## src/rtl/hsps_pkg.sv

```systemverilog
// package: constants, register map and types of the hot swap power good sequencer
package hsps_pkg;
    localparam int unsigned CLK_MHZ        = 100;
    // timing figures in their own units
    localparam int unsigned DIS_FILT_US    = 1000;
    localparam int unsigned OT_FILT_US     = 12;
    localparam int unsigned UVOV_FILT_US   = 1000;
    localparam int unsigned OC_FILT_US     = 3000;
    localparam int unsigned PG_DLY_MS      = 20;
    localparam int unsigned START_DLY_MS   = 200;
    localparam int unsigned MS_US          = 1000;
    // derived cycle counts
    localparam int unsigned CYC_PER_MS     = MS_US * CLK_MHZ;
    localparam int unsigned DIS_FILT_CYC   = DIS_FILT_US * CLK_MHZ;
    localparam int unsigned OT_FILT_CYC    = OT_FILT_US * CLK_MHZ;
    localparam int unsigned UVOV_FILT_CYC  = UVOV_FILT_US * CLK_MHZ;
    localparam int unsigned OC_FILT_CYC    = OC_FILT_US * CLK_MHZ;
    localparam int unsigned PG_DLY_CYC     = PG_DLY_MS * CYC_PER_MS;
    localparam int unsigned START_DLY_CYC  = START_DLY_MS * CYC_PER_MS;
    // charge limit configuration, mA and ms
    localparam logic [9:0]  CHG_MA_MIN     = 10'h032;
    localparam logic [9:0]  CHG_MA_MAX     = 10'h1f4;
    localparam logic [9:0]  CHG_MA_DEF     = 10'h064;
    localparam logic [3:0]  RISE_MS_MIN    = 4'h1;
    localparam logic [3:0]  RISE_MS_MAX    = 4'ha;
    localparam logic [3:0]  RISE_MS_DEF    = 4'h1;
    // register map, byte addresses
    localparam logic [7:0]  OFS_CTRL       = 8'h00;
    localparam logic [7:0]  OFS_CHG        = 8'h04;
    localparam logic [7:0]  OFS_STATUS     = 8'h08;
    localparam logic [7:0]  OFS_RETRY      = 8'h0c;
    localparam int unsigned CTRL_SW_DIS    = 0;
    localparam int unsigned CTRL_OVERRIDE  = 1;
    localparam logic [1:0]  CTRL_RESET     = 2'h0;
    localparam int unsigned CHG_MA_LSB     = 0;
    localparam int unsigned CHG_RISE_LSB   = 16;
    localparam logic [31:0] CHG_RESET      = 32'h00010064;
    localparam int unsigned ST_PG          = 4;
    localparam int unsigned ST_SW          = 5;
    localparam int unsigned ST_OVERCURRENT_LIMIT        = 6;
    localparam int unsigned ST_DIS         = 7;
    localparam int unsigned ST_CFG_EXT     = 8;

    typedef enum logic [2:0] {
        ST_IDLE, ST_START, ST_CHARGE, ST_PGDLY, ST_NORMAL
    } hsps_state_t;
endpackage

```

## src/rtl/hsps_ramp_if.sv

```systemverilog
// interface: charge limit ramp request and setpoint
`timescale 1ns/100ps
interface hsps_ramp_if;
    logic        start;
    logic [9:0]  target_ma;
    logic [31:0] rise_cyc;
    logic [9:0]  setpoint_ma;
    logic        done;
    modport ctl  (output start, output target_ma, output rise_cyc, input setpoint_ma, input done);
    modport ramp (input start, input target_ma, input rise_cyc, output setpoint_ma, output done);
endinterface

```

## src/rtl/hsps_filter.sv

```systemverilog
// persistence filter: flags a condition that has held for more than a cycle count
`timescale 1ns/100ps
module hsps_filter #(
    parameter int unsigned LIMIT = 1
) (
    // clock and reset
    input  wire logic clk_sys,
    input  wire logic reset,
    // condition and result
    input  wire logic cond,
    output logic      hit
);
    logic [31:0] cnt_q;
    logic [31:0] cnt_d;

    always_comb begin
        cnt_d = cnt_q;
        if (!cond) begin
            cnt_d = 32'h0;
        end else if (cnt_q < LIMIT) begin
            cnt_d = cnt_q + 32'h1;
        end
    end

    always_ff @(posedge clk_sys) begin
        if (reset) begin
            cnt_q <= 32'h0;
        end else begin
            cnt_q <= cnt_d;
        end
    end

    // hit once the condition is seen in the cycle after LIMIT held cycles
    assign hit = cond && (cnt_q >= LIMIT);

    property p_clear;
        @(posedge clk_sys) disable iff (reset) !cond |=> cnt_q == 32'h0;
    endproperty
    a_clear: assert property (p_clear) else $error("filter count not cleared");
endmodule // hsps_filter

```

## src/rtl/hsps_ramp.sv

```systemverilog
// charge limit ramp: setpoint climbs from zero to the target over the rise time
`timescale 1ns/100ps
module hsps_ramp (
    // clock and reset
    input  wire logic clk_sys,
    input  wire logic reset,
    // ramp control
    hsps_ramp_if.ramp rif
);
    logic [9:0]  sp_q;
    logic [9:0]  sp_d;
    logic [31:0] acc_q;
    logic [31:0] acc_d;

    // bresenham step: target never exceeds rise cycles, so at most one step a cycle
    always_comb begin
        sp_d  = sp_q;
        acc_d = acc_q;
        if (rif.start) begin
            sp_d  = 10'h000;
            acc_d = 32'h0;
        end else if (sp_q < rif.target_ma) begin
            acc_d = acc_q + {22'h0, rif.target_ma};
            if (acc_d >= rif.rise_cyc) begin
                acc_d = acc_d - rif.rise_cyc;
                sp_d  = sp_q + 10'h001;
            end
        end
    end

    always_ff @(posedge clk_sys) begin
        if (reset) begin
            sp_q  <= 10'h000;
            acc_q <= 32'h0;
        end else begin
            sp_q  <= sp_d;
            acc_q <= acc_d;
        end
    end

    assign rif.setpoint_ma = sp_q;
    assign rif.done        = (sp_q >= rif.target_ma);

    property p_ramp_bound;
        @(posedge clk_sys) disable iff (reset) !rif.start |=> sp_q <= $past(sp_q) + 10'h001;
    endproperty
    a_ramp_bound: assert property (p_ramp_bound) else $error("ramp step too large");
endmodule // hsps_ramp

```

## src/rtl/hsps_top.sv

```systemverilog
// top: hot swap power good sequencer with apb registers
// What this block does
// - power ok only when enhanced and normal
// - high and low power ok outputs agree
// - power ok follows enhancement by 20 ms
// - disable held over 1 ms drops power ok
// - over-temperature over 12 us drops power ok
// - under/overvoltage over 1 ms drops power ok
// - overcurrent over 3 ms drops power ok
// - start-up waits while disable is active
// - accepted disable clears retries, switch, power ok
// - disable pulses under 1 ms are ignored
// - disable active beyond 1.8 V either polarity
// - use detected charge config, else defaults
// - setpoint ramps from zero over rise time
// - enhancement moves limit to overcurrent limit
// - power ok enters normal, clears retries
// - charge limit spans 50 to 500 mA
// - rise time spans 1 to 10 ms
// - under/overvoltage: switch off, restart start delay
// - persistent overcurrent: new start delay, retry
`timescale 1ns/100ps
module hsps_top #(
    parameter int unsigned DIS_FILT_CYC  = hsps_pkg::DIS_FILT_CYC,
    parameter int unsigned UVOV_FILT_CYC = hsps_pkg::UVOV_FILT_CYC,
    parameter int unsigned OC_FILT_CYC   = hsps_pkg::OC_FILT_CYC,
    parameter int unsigned PG_DLY_CYC    = hsps_pkg::PG_DLY_CYC,
    parameter int unsigned START_DLY_CYC = hsps_pkg::START_DLY_CYC,
    parameter int unsigned CYC_PER_MS    = hsps_pkg::CYC_PER_MS
) (
    // clock and reset
    input  wire logic        clk_sys,
    input  wire logic        reset,
    // apb slave
    input  wire logic        psel,
    input  wire logic        penable,
    input  wire logic        pwrite,
    input  wire logic [7:0]  paddr,
    input  wire logic [31:0] pwdata,
    output logic [31:0]      prdata,
    output logic             pready,
    output logic             pslverr,
    // monitored conditions, from comparators
    input  wire logic        undervoltage_lockout,
    input  wire logic        disable_above,
    input  wire logic        disable_below,
    input  wire logic        over_temp,
    input  wire logic        uv_ov_fault,
    input  wire logic        over_current,
    input  wire logic        fully_enhanced,
    // detected charge configuration
    input  wire logic        charge_cfg_present,
    input  wire logic [9:0]  charge_cfg_ma,
    input  wire logic [3:0]  charge_cfg_rise_ms,
    // switch control and power ok
    output logic             switch_on,
    output logic             overcurrent_limit_sel,
    output logic [9:0]       charge_current_limit,
    output logic             power_ok_high,
    output logic             power_ok_low_n
);
    ////////////////////////////////////////////////////////////////////////////
    hsps_pkg::hsps_state_t state_q, state_d;
    logic [31:0] tmr_q, tmr_d;
    logic [7:0]  retry_q, retry_d;
    logic [1:0]  ctrl_q, ctrl_d;
    logic [31:0] chg_q, chg_d;
    logic [9:0]  lim_q, lim_d;
    logic [3:0]  rise_q, rise_d;
    logic        cfg_ext_q, cfg_ext_d;
    logic        undervoltage_lockout_q;
    logic        pg_q;
    logic [31:0] rdata_q, rdata_d;
    logic        disable_raw, dis_hit, ot_hit, uvov_hit, oc_hit, fault;
    logic        wr_en, addr_ok;

    // comparator outputs already flag 1.8 V beyond the reference either way
    assign disable_raw = disable_above || disable_below || ctrl_q[hsps_pkg::CTRL_SW_DIS];

    ////////////////////////////////////////////////////////////////////////////
    // persistence filters, all on clk_sys
    hsps_filter #(.LIMIT(DIS_FILT_CYC)) u_dis_filt (
        .clk_sys (clk_sys), .reset (reset), .cond (disable_raw), .hit (dis_hit));
    hsps_filter #(.LIMIT(hsps_pkg::OT_FILT_CYC)) u_ot_filt (
        .clk_sys (clk_sys), .reset (reset), .cond (over_temp), .hit (ot_hit));
    hsps_filter #(.LIMIT(UVOV_FILT_CYC)) u_uvov_filt (
        .clk_sys (clk_sys), .reset (reset), .cond (uv_ov_fault), .hit (uvov_hit));
    hsps_filter #(.LIMIT(OC_FILT_CYC)) u_oc_filt (
        .clk_sys (clk_sys), .reset (reset), .cond (over_current && overcurrent_limit_sel), .hit (oc_hit));

    assign fault = ot_hit || uvov_hit || oc_hit;

    ////////////////////////////////////////////////////////////////////////////
    // charge configuration latched when lockout is passed
    hsps_ramp_if rif ();
    hsps_ramp u_ramp (.clk_sys (clk_sys), .reset (reset), .rif (rif));

    always_comb begin
        lim_d     = lim_q;
        rise_d    = rise_q;
        cfg_ext_d = cfg_ext_q;
        if (undervoltage_lockout && !undervoltage_lockout_q) begin
            cfg_ext_d = charge_cfg_present || ctrl_q[hsps_pkg::CTRL_OVERRIDE];
            if (ctrl_q[hsps_pkg::CTRL_OVERRIDE]) begin
                lim_d  = chg_q[hsps_pkg::CHG_MA_LSB +: 10];
                rise_d = chg_q[hsps_pkg::CHG_RISE_LSB +: 4];
            end else if (charge_cfg_present) begin
                lim_d  = charge_cfg_ma;
                rise_d = charge_cfg_rise_ms;
            end else begin
                lim_d  = hsps_pkg::CHG_MA_DEF;
                rise_d = hsps_pkg::RISE_MS_DEF;
            end
            // clamp to the supported span
            if (lim_d < hsps_pkg::CHG_MA_MIN) lim_d = hsps_pkg::CHG_MA_MIN;
            if (lim_d > hsps_pkg::CHG_MA_MAX) lim_d = hsps_pkg::CHG_MA_MAX;
            if (rise_d < hsps_pkg::RISE_MS_MIN) rise_d = hsps_pkg::RISE_MS_MIN;
            if (rise_d > hsps_pkg::RISE_MS_MAX) rise_d = hsps_pkg::RISE_MS_MAX;
        end
    end

    assign rif.start     = (state_q != hsps_pkg::ST_CHARGE);
    assign rif.target_ma = lim_q;
    assign rif.rise_cyc  = 32'(rise_q) * 32'(CYC_PER_MS);

    ////////////////////////////////////////////////////////////////////////////
    // sequencer
    always_comb begin
        state_d = state_q;
        tmr_d   = tmr_q + 32'h1;
        retry_d = retry_q;
        unique case (state_q)
            hsps_pkg::ST_IDLE: begin
                tmr_d = 32'h0;
                if (undervoltage_lockout && !disable_raw) begin
                    state_d = hsps_pkg::ST_START;
                end
            end
            hsps_pkg::ST_START: begin
                if (uv_ov_fault) begin
                    tmr_d = 32'h0;               // supply must stay in range for the whole delay
                end else if (tmr_q >= START_DLY_CYC - 1) begin
                    state_d = hsps_pkg::ST_CHARGE;
                    tmr_d   = 32'h0;
                end
            end
            hsps_pkg::ST_CHARGE: begin
                tmr_d = 32'h0;
                if (fully_enhanced) begin
                    state_d = hsps_pkg::ST_PGDLY;
                end
            end
            hsps_pkg::ST_PGDLY: begin
                if (!fully_enhanced) begin
                    state_d = hsps_pkg::ST_CHARGE;
                end else if (tmr_q >= PG_DLY_CYC - 1) begin
                    state_d = hsps_pkg::ST_NORMAL;
                    retry_d = 8'h00;
                end
            end
            hsps_pkg::ST_NORMAL: begin
                tmr_d = 32'h0;
            end
        endcase
        // a fault outranks progress; disable outranks a fault
        if (state_q != hsps_pkg::ST_IDLE && state_q != hsps_pkg::ST_START && fault) begin
            state_d = hsps_pkg::ST_START;
            tmr_d   = 32'h0;
            retry_d = retry_q + 8'h01;
        end
        if (state_q == hsps_pkg::ST_START && (ot_hit || uvov_hit)) begin
            tmr_d = 32'h0;
        end
        if (dis_hit) begin
            state_d = hsps_pkg::ST_IDLE;
            tmr_d   = 32'h0;
            retry_d = 8'h00;
        end
        if (!undervoltage_lockout) begin
            state_d = hsps_pkg::ST_IDLE;
            tmr_d   = 32'h0;
        end
    end

    always_ff @(posedge clk_sys) begin
        if (reset) begin
            state_q   <= hsps_pkg::ST_IDLE;
            tmr_q     <= 32'h0;
            retry_q   <= 8'h00;
            lim_q     <= hsps_pkg::CHG_MA_DEF;
            rise_q    <= hsps_pkg::RISE_MS_DEF;
            cfg_ext_q <= 1'b0;
            undervoltage_lockout_q    <= 1'b0;
            pg_q      <= 1'b0;
        end else begin
            state_q   <= state_d;
            tmr_q     <= tmr_d;
            retry_q   <= retry_d;
            lim_q     <= lim_d;
            rise_q    <= rise_d;
            cfg_ext_q <= cfg_ext_d;
            undervoltage_lockout_q    <= undervoltage_lockout;
            pg_q      <= (state_d == hsps_pkg::ST_NORMAL) && fully_enhanced;
        end
    end

    assign switch_on             = (state_q == hsps_pkg::ST_CHARGE) || (state_q == hsps_pkg::ST_PGDLY)
                                   || (state_q == hsps_pkg::ST_NORMAL);
    assign overcurrent_limit_sel = (state_q == hsps_pkg::ST_PGDLY) || (state_q == hsps_pkg::ST_NORMAL);
    assign charge_current_limit  = rif.setpoint_ma;
    assign power_ok_high         = pg_q;
    assign power_ok_low_n        = !pg_q;

    ////////////////////////////////////////////////////////////////////////////
    // apb slave: zero wait states, read data captured in the setup cycle
    assign addr_ok = (paddr == hsps_pkg::OFS_CTRL) || (paddr == hsps_pkg::OFS_CHG)
                     || (paddr == hsps_pkg::OFS_STATUS) || (paddr == hsps_pkg::OFS_RETRY);
    assign wr_en   = psel && penable && pwrite && addr_ok;
    assign pready  = 1'b1;
    assign pslverr = psel && penable && !addr_ok;

    always_comb begin
        ctrl_d  = ctrl_q;
        chg_d   = chg_q;
        rdata_d = rdata_q;
        if (wr_en && paddr == hsps_pkg::OFS_CTRL) ctrl_d = pwdata[1:0];
        if (wr_en && paddr == hsps_pkg::OFS_CHG) begin
            chg_d = {12'h000, pwdata[hsps_pkg::CHG_RISE_LSB +: 4], 6'h00, pwdata[hsps_pkg::CHG_MA_LSB +: 10]};
        end
        if (psel && !penable) begin
            rdata_d = 32'h0;
            unique case (paddr)
                hsps_pkg::OFS_CTRL:   rdata_d = {30'h0, ctrl_q};
                hsps_pkg::OFS_CHG:    rdata_d = {12'h000, rise_q, 6'h00, lim_q};
                hsps_pkg::OFS_STATUS: rdata_d = {23'h0, cfg_ext_q, dis_hit, overcurrent_limit_sel,
                                                 switch_on, pg_q, 1'b0, state_q};
                hsps_pkg::OFS_RETRY:  rdata_d = {24'h0, retry_q};
                default:              rdata_d = 32'h0;
            endcase
        end
    end

    always_ff @(posedge clk_sys) begin
        if (reset) begin
            ctrl_q  <= hsps_pkg::CTRL_RESET;
            chg_q   <= hsps_pkg::CHG_RESET;
            rdata_q <= 32'h0;
        end else begin
            ctrl_q  <= ctrl_d;
            chg_q   <= chg_d;
            rdata_q <= rdata_d;
        end
    end

    assign prdata = rdata_q;

    ////////////////////////////////////////////////////////////////////////////
    // assertions
    property p_pg_cond;
        @(posedge clk_sys) disable iff (reset)
        power_ok_high |-> $past(fully_enhanced) && state_q == hsps_pkg::ST_NORMAL;
    endproperty
    a_pg_cond: assert property (p_pg_cond) else $error("power ok without enhancement");

    property p_pg_pair;
        @(posedge clk_sys) disable iff (reset) power_ok_high != power_ok_low_n;
    endproperty
    a_pg_pair: assert property (p_pg_pair) else $error("power ok pins disagree");

    property p_pg_delay;
        @(posedge clk_sys) disable iff (reset)
        $rose(power_ok_high) |-> $past(state_q) == hsps_pkg::ST_PGDLY && $past(tmr_q) == PG_DLY_CYC - 1;
    endproperty
    a_pg_delay: assert property (p_pg_delay) else $error("power ok early");

    property p_dis_drop;
        @(posedge clk_sys) disable iff (reset)
        dis_hit |=> !power_ok_high && !switch_on && retry_q == 8'h00;
    endproperty
    a_dis_drop: assert property (p_dis_drop) else $error("disable not honoured");

    property p_ot_drop;
        @(posedge clk_sys) disable iff (reset) ot_hit |=> !power_ok_high && !switch_on;
    endproperty
    a_ot_drop: assert property (p_ot_drop) else $error("over-temperature ignored");

    property p_uvov_drop;
        @(posedge clk_sys) disable iff (reset)
        uvov_hit && undervoltage_lockout && !dis_hit && (state_q != hsps_pkg::ST_IDLE || !disable_raw)
        |=> state_q == hsps_pkg::ST_START && !power_ok_high;
    endproperty
    a_uvov_drop: assert property (p_uvov_drop) else $error("supply fault ignored");

    property p_oc_retry;
        @(posedge clk_sys) disable iff (reset)
        oc_hit && undervoltage_lockout && !dis_hit |=> state_q == hsps_pkg::ST_START && tmr_q == 32'h0;
    endproperty
    a_oc_retry: assert property (p_oc_retry) else $error("overcurrent retry missing");

    property p_idle_hold;
        @(posedge clk_sys) disable iff (reset)
        state_q == hsps_pkg::ST_IDLE && disable_raw |=> state_q == hsps_pkg::ST_IDLE;
    endproperty
    a_idle_hold: assert property (p_idle_hold) else $error("left idle while disabled");

    property p_short_dis;
        @(posedge clk_sys) disable iff (reset)
        $rose(disable_raw) |-> (!dis_hit) [*8];
    endproperty
    a_short_dis: assert property (p_short_dis) else $error("short disable acted on");

    property p_limit_sel;
        @(posedge clk_sys) disable iff (reset)
        state_q == hsps_pkg::ST_CHARGE && fully_enhanced && !fault && !dis_hit && undervoltage_lockout
        |=> overcurrent_limit_sel;
    endproperty
    a_limit_sel: assert property (p_limit_sel) else $error("limit not switched");

    property p_span;
        @(posedge clk_sys) disable iff (reset)
        lim_q >= hsps_pkg::CHG_MA_MIN && lim_q <= hsps_pkg::CHG_MA_MAX && rise_q <= hsps_pkg::RISE_MS_MAX;
    endproperty
    a_span: assert property (p_span) else $error("charge config out of span");

    c_normal:  cover property (@(posedge clk_sys) disable iff (reset) $rose(power_ok_high));
    c_oc:      cover property (@(posedge clk_sys) disable iff (reset) oc_hit && state_q == hsps_pkg::ST_NORMAL);
    c_disable: cover property (@(posedge clk_sys) disable iff (reset) dis_hit && switch_on);
endmodule // hsps_top
```

## config.mk

```make
export PLATFORM = sky130hd
export DESIGN_NAME = hsps_top
export DESIGN_NICKNAME = d
export VERILOG_FILES = /design/src/rtl/hsps_pkg.sv /design/src/rtl/hsps_ramp_if.sv /design/src/rtl/hsps_filter.sv /design/src/rtl/hsps_ramp.sv /design/src/rtl/hsps_top.sv
export SDC_FILE = /design/constraint.sdc
export NUM_CORES = 1
export LEC_CHECK = 0
export ABC_AREA = 1
export BUFFER_PORTS_ARGS = -buffer_cell sky130_fd_sc_hd__buf_2
export CORE_UTILIZATION = 61
export CTS_BUF_LIST = sky130_fd_sc_hd__clkbuf_16
export DETAILED_ROUTE_END_ITERATION = 12
export PLACE_DENSITY_LB_ADDON = 0.25
export SETUP_SLACK_MARGIN = 0.1
export SLEW_MARGIN = 20
export SYNTH_ARGS = -nofsm -noshare
export SYNTH_HDL_FRONTEND = slang
export SYNTH_SLANG_ARGS = --single-unit
```

## constraint.sdc

```tcl
create_clock -name clk_sys -period 5.6 [get_ports clk_sys]
set_input_delay 0.84 -clock clk_sys [delete_from_list [all_inputs] [get_ports clk_sys]]
set_output_delay 0.84 -clock clk_sys [all_outputs]
set_load 0.005 [all_outputs]
```

== Word-level counts from Yosys, hierarchy flattened ==
Cells that the tools add are included.

* Output and inout bits: 48
* Bits of input ports: 67
* Register bits after elaboration: 278

* Order comparisons: 16
* Eq/ne operators: 10
* Multiplexer cells: 31
* Add/sub/neg operators: 9
* Reduce and logical (&&, ||, !) cells: 50
* $mul: 1
* Bitwise gates (word level): 5

{| class="wikitable"
|+ Operator list
! operator !! count
|-
| $add A32 B1 Y32 const B || 5
|-
| $mux W32 || 3
|-
| $pmux W20 S4 || 1
|-
| $ge A32 B17 Y1 const B || 2
|-
| $lt A32 B17 Y1 const B || 2
|-
| $pmux W32 S2 || 1
|-
| $mux W10 || 6
|-
| $add A32 B10 Y32 || 1
|-
| $ge A32 B11 Y1 const B || 1
|-
| $ge A32 B19 Y1 const B || 1
|-
| $ge A32 B21 Y1 || 1
|-
| $ge A32 B21 Y1 const B || 1
|-
| $ge A32 B25 Y1 const B || 1
|-
| $lt A32 B11 Y1 const B || 1
|-
| $lt A32 B19 Y1 const B || 1
|-
| $mux W8 || 4
|-
| $sub A32 B21 Y32 || 1
|-
| $mux W3 || 9
|-
| $mux W4 || 6
|-
| $logic_and A1 B1 Y1 || 18
|-
| $eq A8 B4 Y1 const B || 2
|-
| $mul A4 B12 Y16 const B || 1
|-
| $pmux W3 S4 || 1
|-
| $reduce_or A2 Y1 || 6
|-
| other kinds (24) || 46
|}

== Depth between registers and ports, before layout ==
* Depth in word-level cells: 11
* Mapped depth: 28
* Gate-level depth less buffers: 28

== Cells and area by module ==
A second synthesis with hierarchy kept.

* Cells, all modules: 2812
* Area, all modules: 17799.6 sq um

{| class="wikitable"
|+ By module, submodules not included
! module !! instances !! area each (sq um) !! cells each !! seq. area each (sq um)
|-
| hsps_ramp || 1 || 6118.4 || 1133 || 840.8
|-
| hsps_top || 1 || 5315.1 || 758 || 1801.7
|-
| hsps_filter (u_dis_filt ...) || 2 || 1594.0 || 239 || 640.6
|-
| hsps_filter (u_oc_filt) || 1 || 1752.9 || 252 || 640.6
|-
| hsps_filter (u_ot_filt) || 1 || 1425.1 || 191 || 640.6
|}

== Worst setup path after synthesis ==
No wires, ideal clock.

* Path type: register to register
* Start: register rise_q[3]
* End: register u_ramp.acc_q[17]
* Arrival time: 3815 ps
* Setup slack: 1715 ps
* Required time: 5530 ps
* Library setup time: 70 ps
* Buffers on the path: 1
* Stages on the path, launching flop included: 26
* Cell sequence: dfxtp_1 ha_1 xor2_1 ha_1 a21o_1 ha_1 a31o_2 a21oi_1 o21bai_1 nand2_1 a21oi_1 nand3_1 a21oi_1 xor2_1 ha_1 nand2_1 o21ai_0 inv_1 nor2_1 nor2_4 nand3_4 inv_4 buf_6 nand2_1 nand3_1 a21oi_1

* Word-level cells in the longest chain between the ends: 3

{| class="wikitable"
|+ RTL lines
! what !! RTL line !! source
|-
| start: declaration || hsps_top.sv:69 || <nowiki>logic [3:0] rise_q, rise_d;</nowiki>
|-
| start signal: assignment || hsps_top.sv:191 || <nowiki>rise_q <= hsps_pkg::RISE_MS_DEF;</nowiki>
|-
| start signal: assignment || hsps_top.sv:200 || <nowiki>rise_q <= rise_d;</nowiki>
|-
| $mul A4 B12 Y16 (*) || hsps_top.sv:124 || <nowiki>assign rif.rise_cyc = 32'(rise_q) * 32'(CYC_PER_MS);</nowiki>
|-
| $sub A32 B21 Y32 or $ge A32 B21 Y1 (tied branches) || hsps_ramp.sv:25, hsps_ramp.sv:24 ||
|-
| $mux W32 (*) || hsps_ramp.sv:24 || <nowiki>if (acc_d >= rif.rise_cyc) begin</nowiki>
|-
| end signal: assignment || hsps_ramp.sv:34 || <nowiki>acc_q <= 32'h0;</nowiki>
|-
| end signal: assignment || hsps_ramp.sv:37 || <nowiki>acc_q <= acc_d;</nowiki>
|-
| end: declaration || hsps_ramp.sv:12 || <nowiki>logic [31:0] acc_q;</nowiki>
|}

Mark *: on every way between the ends. The rest lies on a longest branch, timed or not.
A chain may end at the register's enable or synchronous reset.

== Worst setup path in the final report ==
Ends and elaborated chain as after synthesis.

==> results.md <==
- Status: finished clean
- Mean Syn Cell Area: 6.74 sq um
- Cells after synthesis: 2212
- Number of global-route vias before repair: 13200
- Clk_lat worst skew: ~0.56 ns
- Final Cycle Share: 86.3%
- HPWL Detailed: 27300 um
- Setup TNS: 0 ns
- CP arrival: 5.23 ns
- Part of the power in registers: 47.5%
- Most used cell, CP: a21oi_1
- GRT Util Overall: 29.7%
- Ys flop type: dfxtp_1
- First-pass GRT wire length: a little over 60000 um
- Fraction of layout cells with a size suffix above 1: 7.93%
- Asr flop ratio synth: 0%
- Area delta synth->final: 9.98%
- Max stage delay on crit path: 0.40 ns
- DIE WIDTH: 158 um
- Hold Vio Cnt, Final: 0
- Clock-pin slew on the worst setup and hold paths: 0.06 ns
- Total Routed Length: approximately 37000 um
- GP Congestion: 0.956
- Slew @ Worst Pin: 0.972 ns
- Row Count: 56
- Slew headroom: about a third
- Switching pwr: between 900 and 1000 uW
- Fin area: 16400 sq um
- Met1 Resource Use GR: a little under two fifths
- Final setup vio count: 0
- Iter 0 DRT Violations: 1117
- Met3 Track Usage GR: roughly 3.6%
- Post-synth EDFFs: 0
- CP Class: register to register
- Worst path slowest cell: nand3_4
- Max Clk Rate: between 0.2 and 0.25 GHz
- Top-Level Pins: roughly 120
- Routed len/inst: about 14 um
- Sequential standard cell area: 5200 sq um
- # hold bufs at CTS: 0
- Synthesized cell area: 14900 sq um
- Max Cap Viol: 0
- Clock root buffer: clkbuf_16
- First-pass detailed-route iteration total: 5
- Slew Viols, Final: 0
- Multi-input gate area: 8170 sq um
- PwrDens: 240 nW/um^2
- CP endpoint kind: register
- Worst vdd ir: 0.271 mV
- H-tree depth: 1
- Vias: 14400
- CTS tree: built
- Unrepaired setup endpoints after global routing: false
- Cts bufs inserted: 29
- Met2 usage: between 50% and 60%
- Worst Clk Skew: 0.0156 ns
- Int Pwr: 2980 uW
- Clock Power Share: 45.8%
- DRC viols: 0
- IO Port Bufs: 77
- Worst R2R Setup Slack: 0.77 ns
- CP cell instances: ha_1 > xor2_1 > ha_1 > a21o_1 > ha_1 > a31o_2 > a21oi_1 > o21bai_1 > nand2_1 > a21oi_1 > nand3_1 > a21oi_1 > xor2_1 > ha_1 > a21oi_1 > o21ai_0 > inv_1 > nor2_1 > nor2_4 > nand3_4 > inv_4 > nand2_1 > nand3_1 > a21oi_1
- Syn. warnings: 0
- Area after DPL: 15500 sq um
- DR vias/cell: 5.47
- Commonest non-fill, non-tap cell in the layout: nand2_1
- Min Tclk post-route: 4.83 ns
- Setup bufs post-CTS: 0
- DIE AREA: 25100 sq um
- Worst hold slack: roughly 0.42 ns
- Sequential share of the synthesized area: 34.9%
- Pleak: 0.00691 uW
- Initial Util: 62.8%
- Crit-path max FO: 37
- Die height: ~160 um
- CORE AREA: 23800 sq um
- Switching Share: between 20% and 30%
- Clock Sinks: 260
- Most frequent cells in the layout: 476 x nand2_1, 335 x inv_1, 260 x dfxtp_1
- Largest net degree at the start of global routing: slightly above 40
- Most used routing layer: met2
- Hold Path Class: register to register
- CTS resizes: 0
- Count of cell types in the netlist: 56
- Total grt overflow: 0
- Count of antenna-violating nets left after detailed routing: 0
- Fillers: 2043
- Initial antenna violation count: 2
- Final nets: 2419
- Req. time, crit path: 5.99 ns
- Maximum clock path buffer count: 3
- Register bit count reported by yosys: 260
- CP Launch Type: register
- Logic pwr share: 6.7%
## through the flow
stage	power [uW]	utilization [%]	std cells	worst slack, ns
2_1_floorplan	2100	-	2229	1.71
3_3_place_gp	2160	65.2	2574	0.940
3_5_place_dp	2170	65.2	2574	0.850
4_1_cts	3960	69.0	2627	0.815
5_1_grt	4080	69.0	2627	0.240
6_report	3940	69.0	2628	0.768
## power by group through the flow
| stage | Clock (uW) | Sequential [uW] | Combinational (uW) |
|---|---|---|---|
| global placement | 0 | 1910 | 252 |
| global route | 1910 | 1870 | 298 |
| detailed placement | 0 | 1910 | 258 |
| floorplan | 0 | 1910 | 197 |
| finish | 1800 | 1870 | 264 |
| CTS | 1830 | 1870 | 260 |
## state kept, by name, summed over array words and instances (netlist names)
register                count
undervoltage_lockout_q      1
retry_q                     8
ctrl_q                      2
state_q                     3
prdata                     14
u_oc_filt.cnt_q            32
u_ramp.rif.setpoint_ma     10
u_uvov_filt.cnt_q          32
cfg_ext_q                   1
rise_q                      4
tmr_q                      32
power_ok_high               1
lim_q                      10
u_ot_filt.cnt_q            32
u_ramp.acc_q               32
u_dis_filt.cnt_q           32
chg_q                      14
## kinds of logic (layout without fill, tap and decap cells)
group / Yosys count / after routing / share of synthesized area [%]
compound gates: 338 / 338 / 12.4
xor+xnor: 79 / 79 / 4.64
fa+ha+maj: 66 / 66 / 5.64
buf+inv: 399 / 478 / 10.8
flops: 260 / 260 / 34.9
other cells: 2 / 20 / 0.0504
simple gates: 1068 / 1068 / 31.6
## layout make-up
type	instances	area share (%)
Timing Repair Buffer	85	2.72
Clock buffer	29	4.42
Inverter	340	7.80
Antenna cell	1	0.0153
Multi-Input combinational cell	1570	49.8
Tap cell	319	2.43
Clock inverter	24	1.05
Sequential cell	260	31.7
## Yosys cell counts (2+ instances only)
master     count  area [sq um]
nor3_1        60           300
nand2_1      476          1790
nor2_4         5          56.3
buf_2          5          25.0
buf_1          5          18.8
buf_4         20           150
nand4_1       44           275
nor4_2         3          37.5
o21a_1         8          60.1
a21boi_0       3          22.5
o221ai_1       3          26.3
nor3_2         4          40.0
clkinv_1       5          18.8
fa_1           2          40.0
nand3_2        2          20.0
o211ai_1       7          52.6
inv_2          2          7.51
a21oi_1      178           891
o21ai_0      101           505
nand3b_1      11          82.6
xnor2_1       22           193
nor3b_1        8          60.1
nor2_2        12          75.1
o22ai_1        6          37.5
inv_1        331          1240
a22oi_1        4          30.0
a31oi_1        6          37.5
ha_1          64           801
a21o_1         5          37.5
nor2_1       251           942
o21bai_1       4          30.0
a211oi_1       2          15.0
clkbuf_1      26          97.6
conb_1         2          7.51
a31o_2         2          17.5
nand2_2       16           100
xor2_1        57           499
o2111ai_1      2          17.5
dfxtp_1      260          5200
nand3_1      137           686
and3_1         3          18.8
buf_6          3          33.8
or2_2          5          31.3
nor4_1        28           175
## per-layer routing
| layer | share of wire, % | routed length (um) |
|---|---|---|
| met1 | 44 | 16200 |
| met2 | 47 | 17200 |
| met3 | 5.9 | 2160 |
| met4 | 3.3 | 1230 |
| met5 | 0.035 | 13 |
## worst max-delay path, delay by kind of cell, from the launching register on
kind                     cells  cell delay (ns)
AO/OA/AOI/OAI                9             1.46
XOR/XNOR                     2             0.34
adder cells (fa/ha/maj)      4             1.07
buffers and inverters        2             0.44
flip-flops                   1             0.39
AND/OR/NAND/NOR              7             0.95
## final timing paths
kind                       startpoint                  end  depth (start not counted)
setup / recovery            rise_q[3]     u_ramp.acc_q[17]                         24
hold reg to reg   u_ot_filt.cnt_q[27]  u_ot_filt.cnt_q[27]                          2
hold / removal    u_ot_filt.cnt_q[27]  u_ot_filt.cnt_q[27]                          2
setup reg to reg            rise_q[3]     u_ramp.acc_q[17]                         24
(Power assumes the default switching activity.)
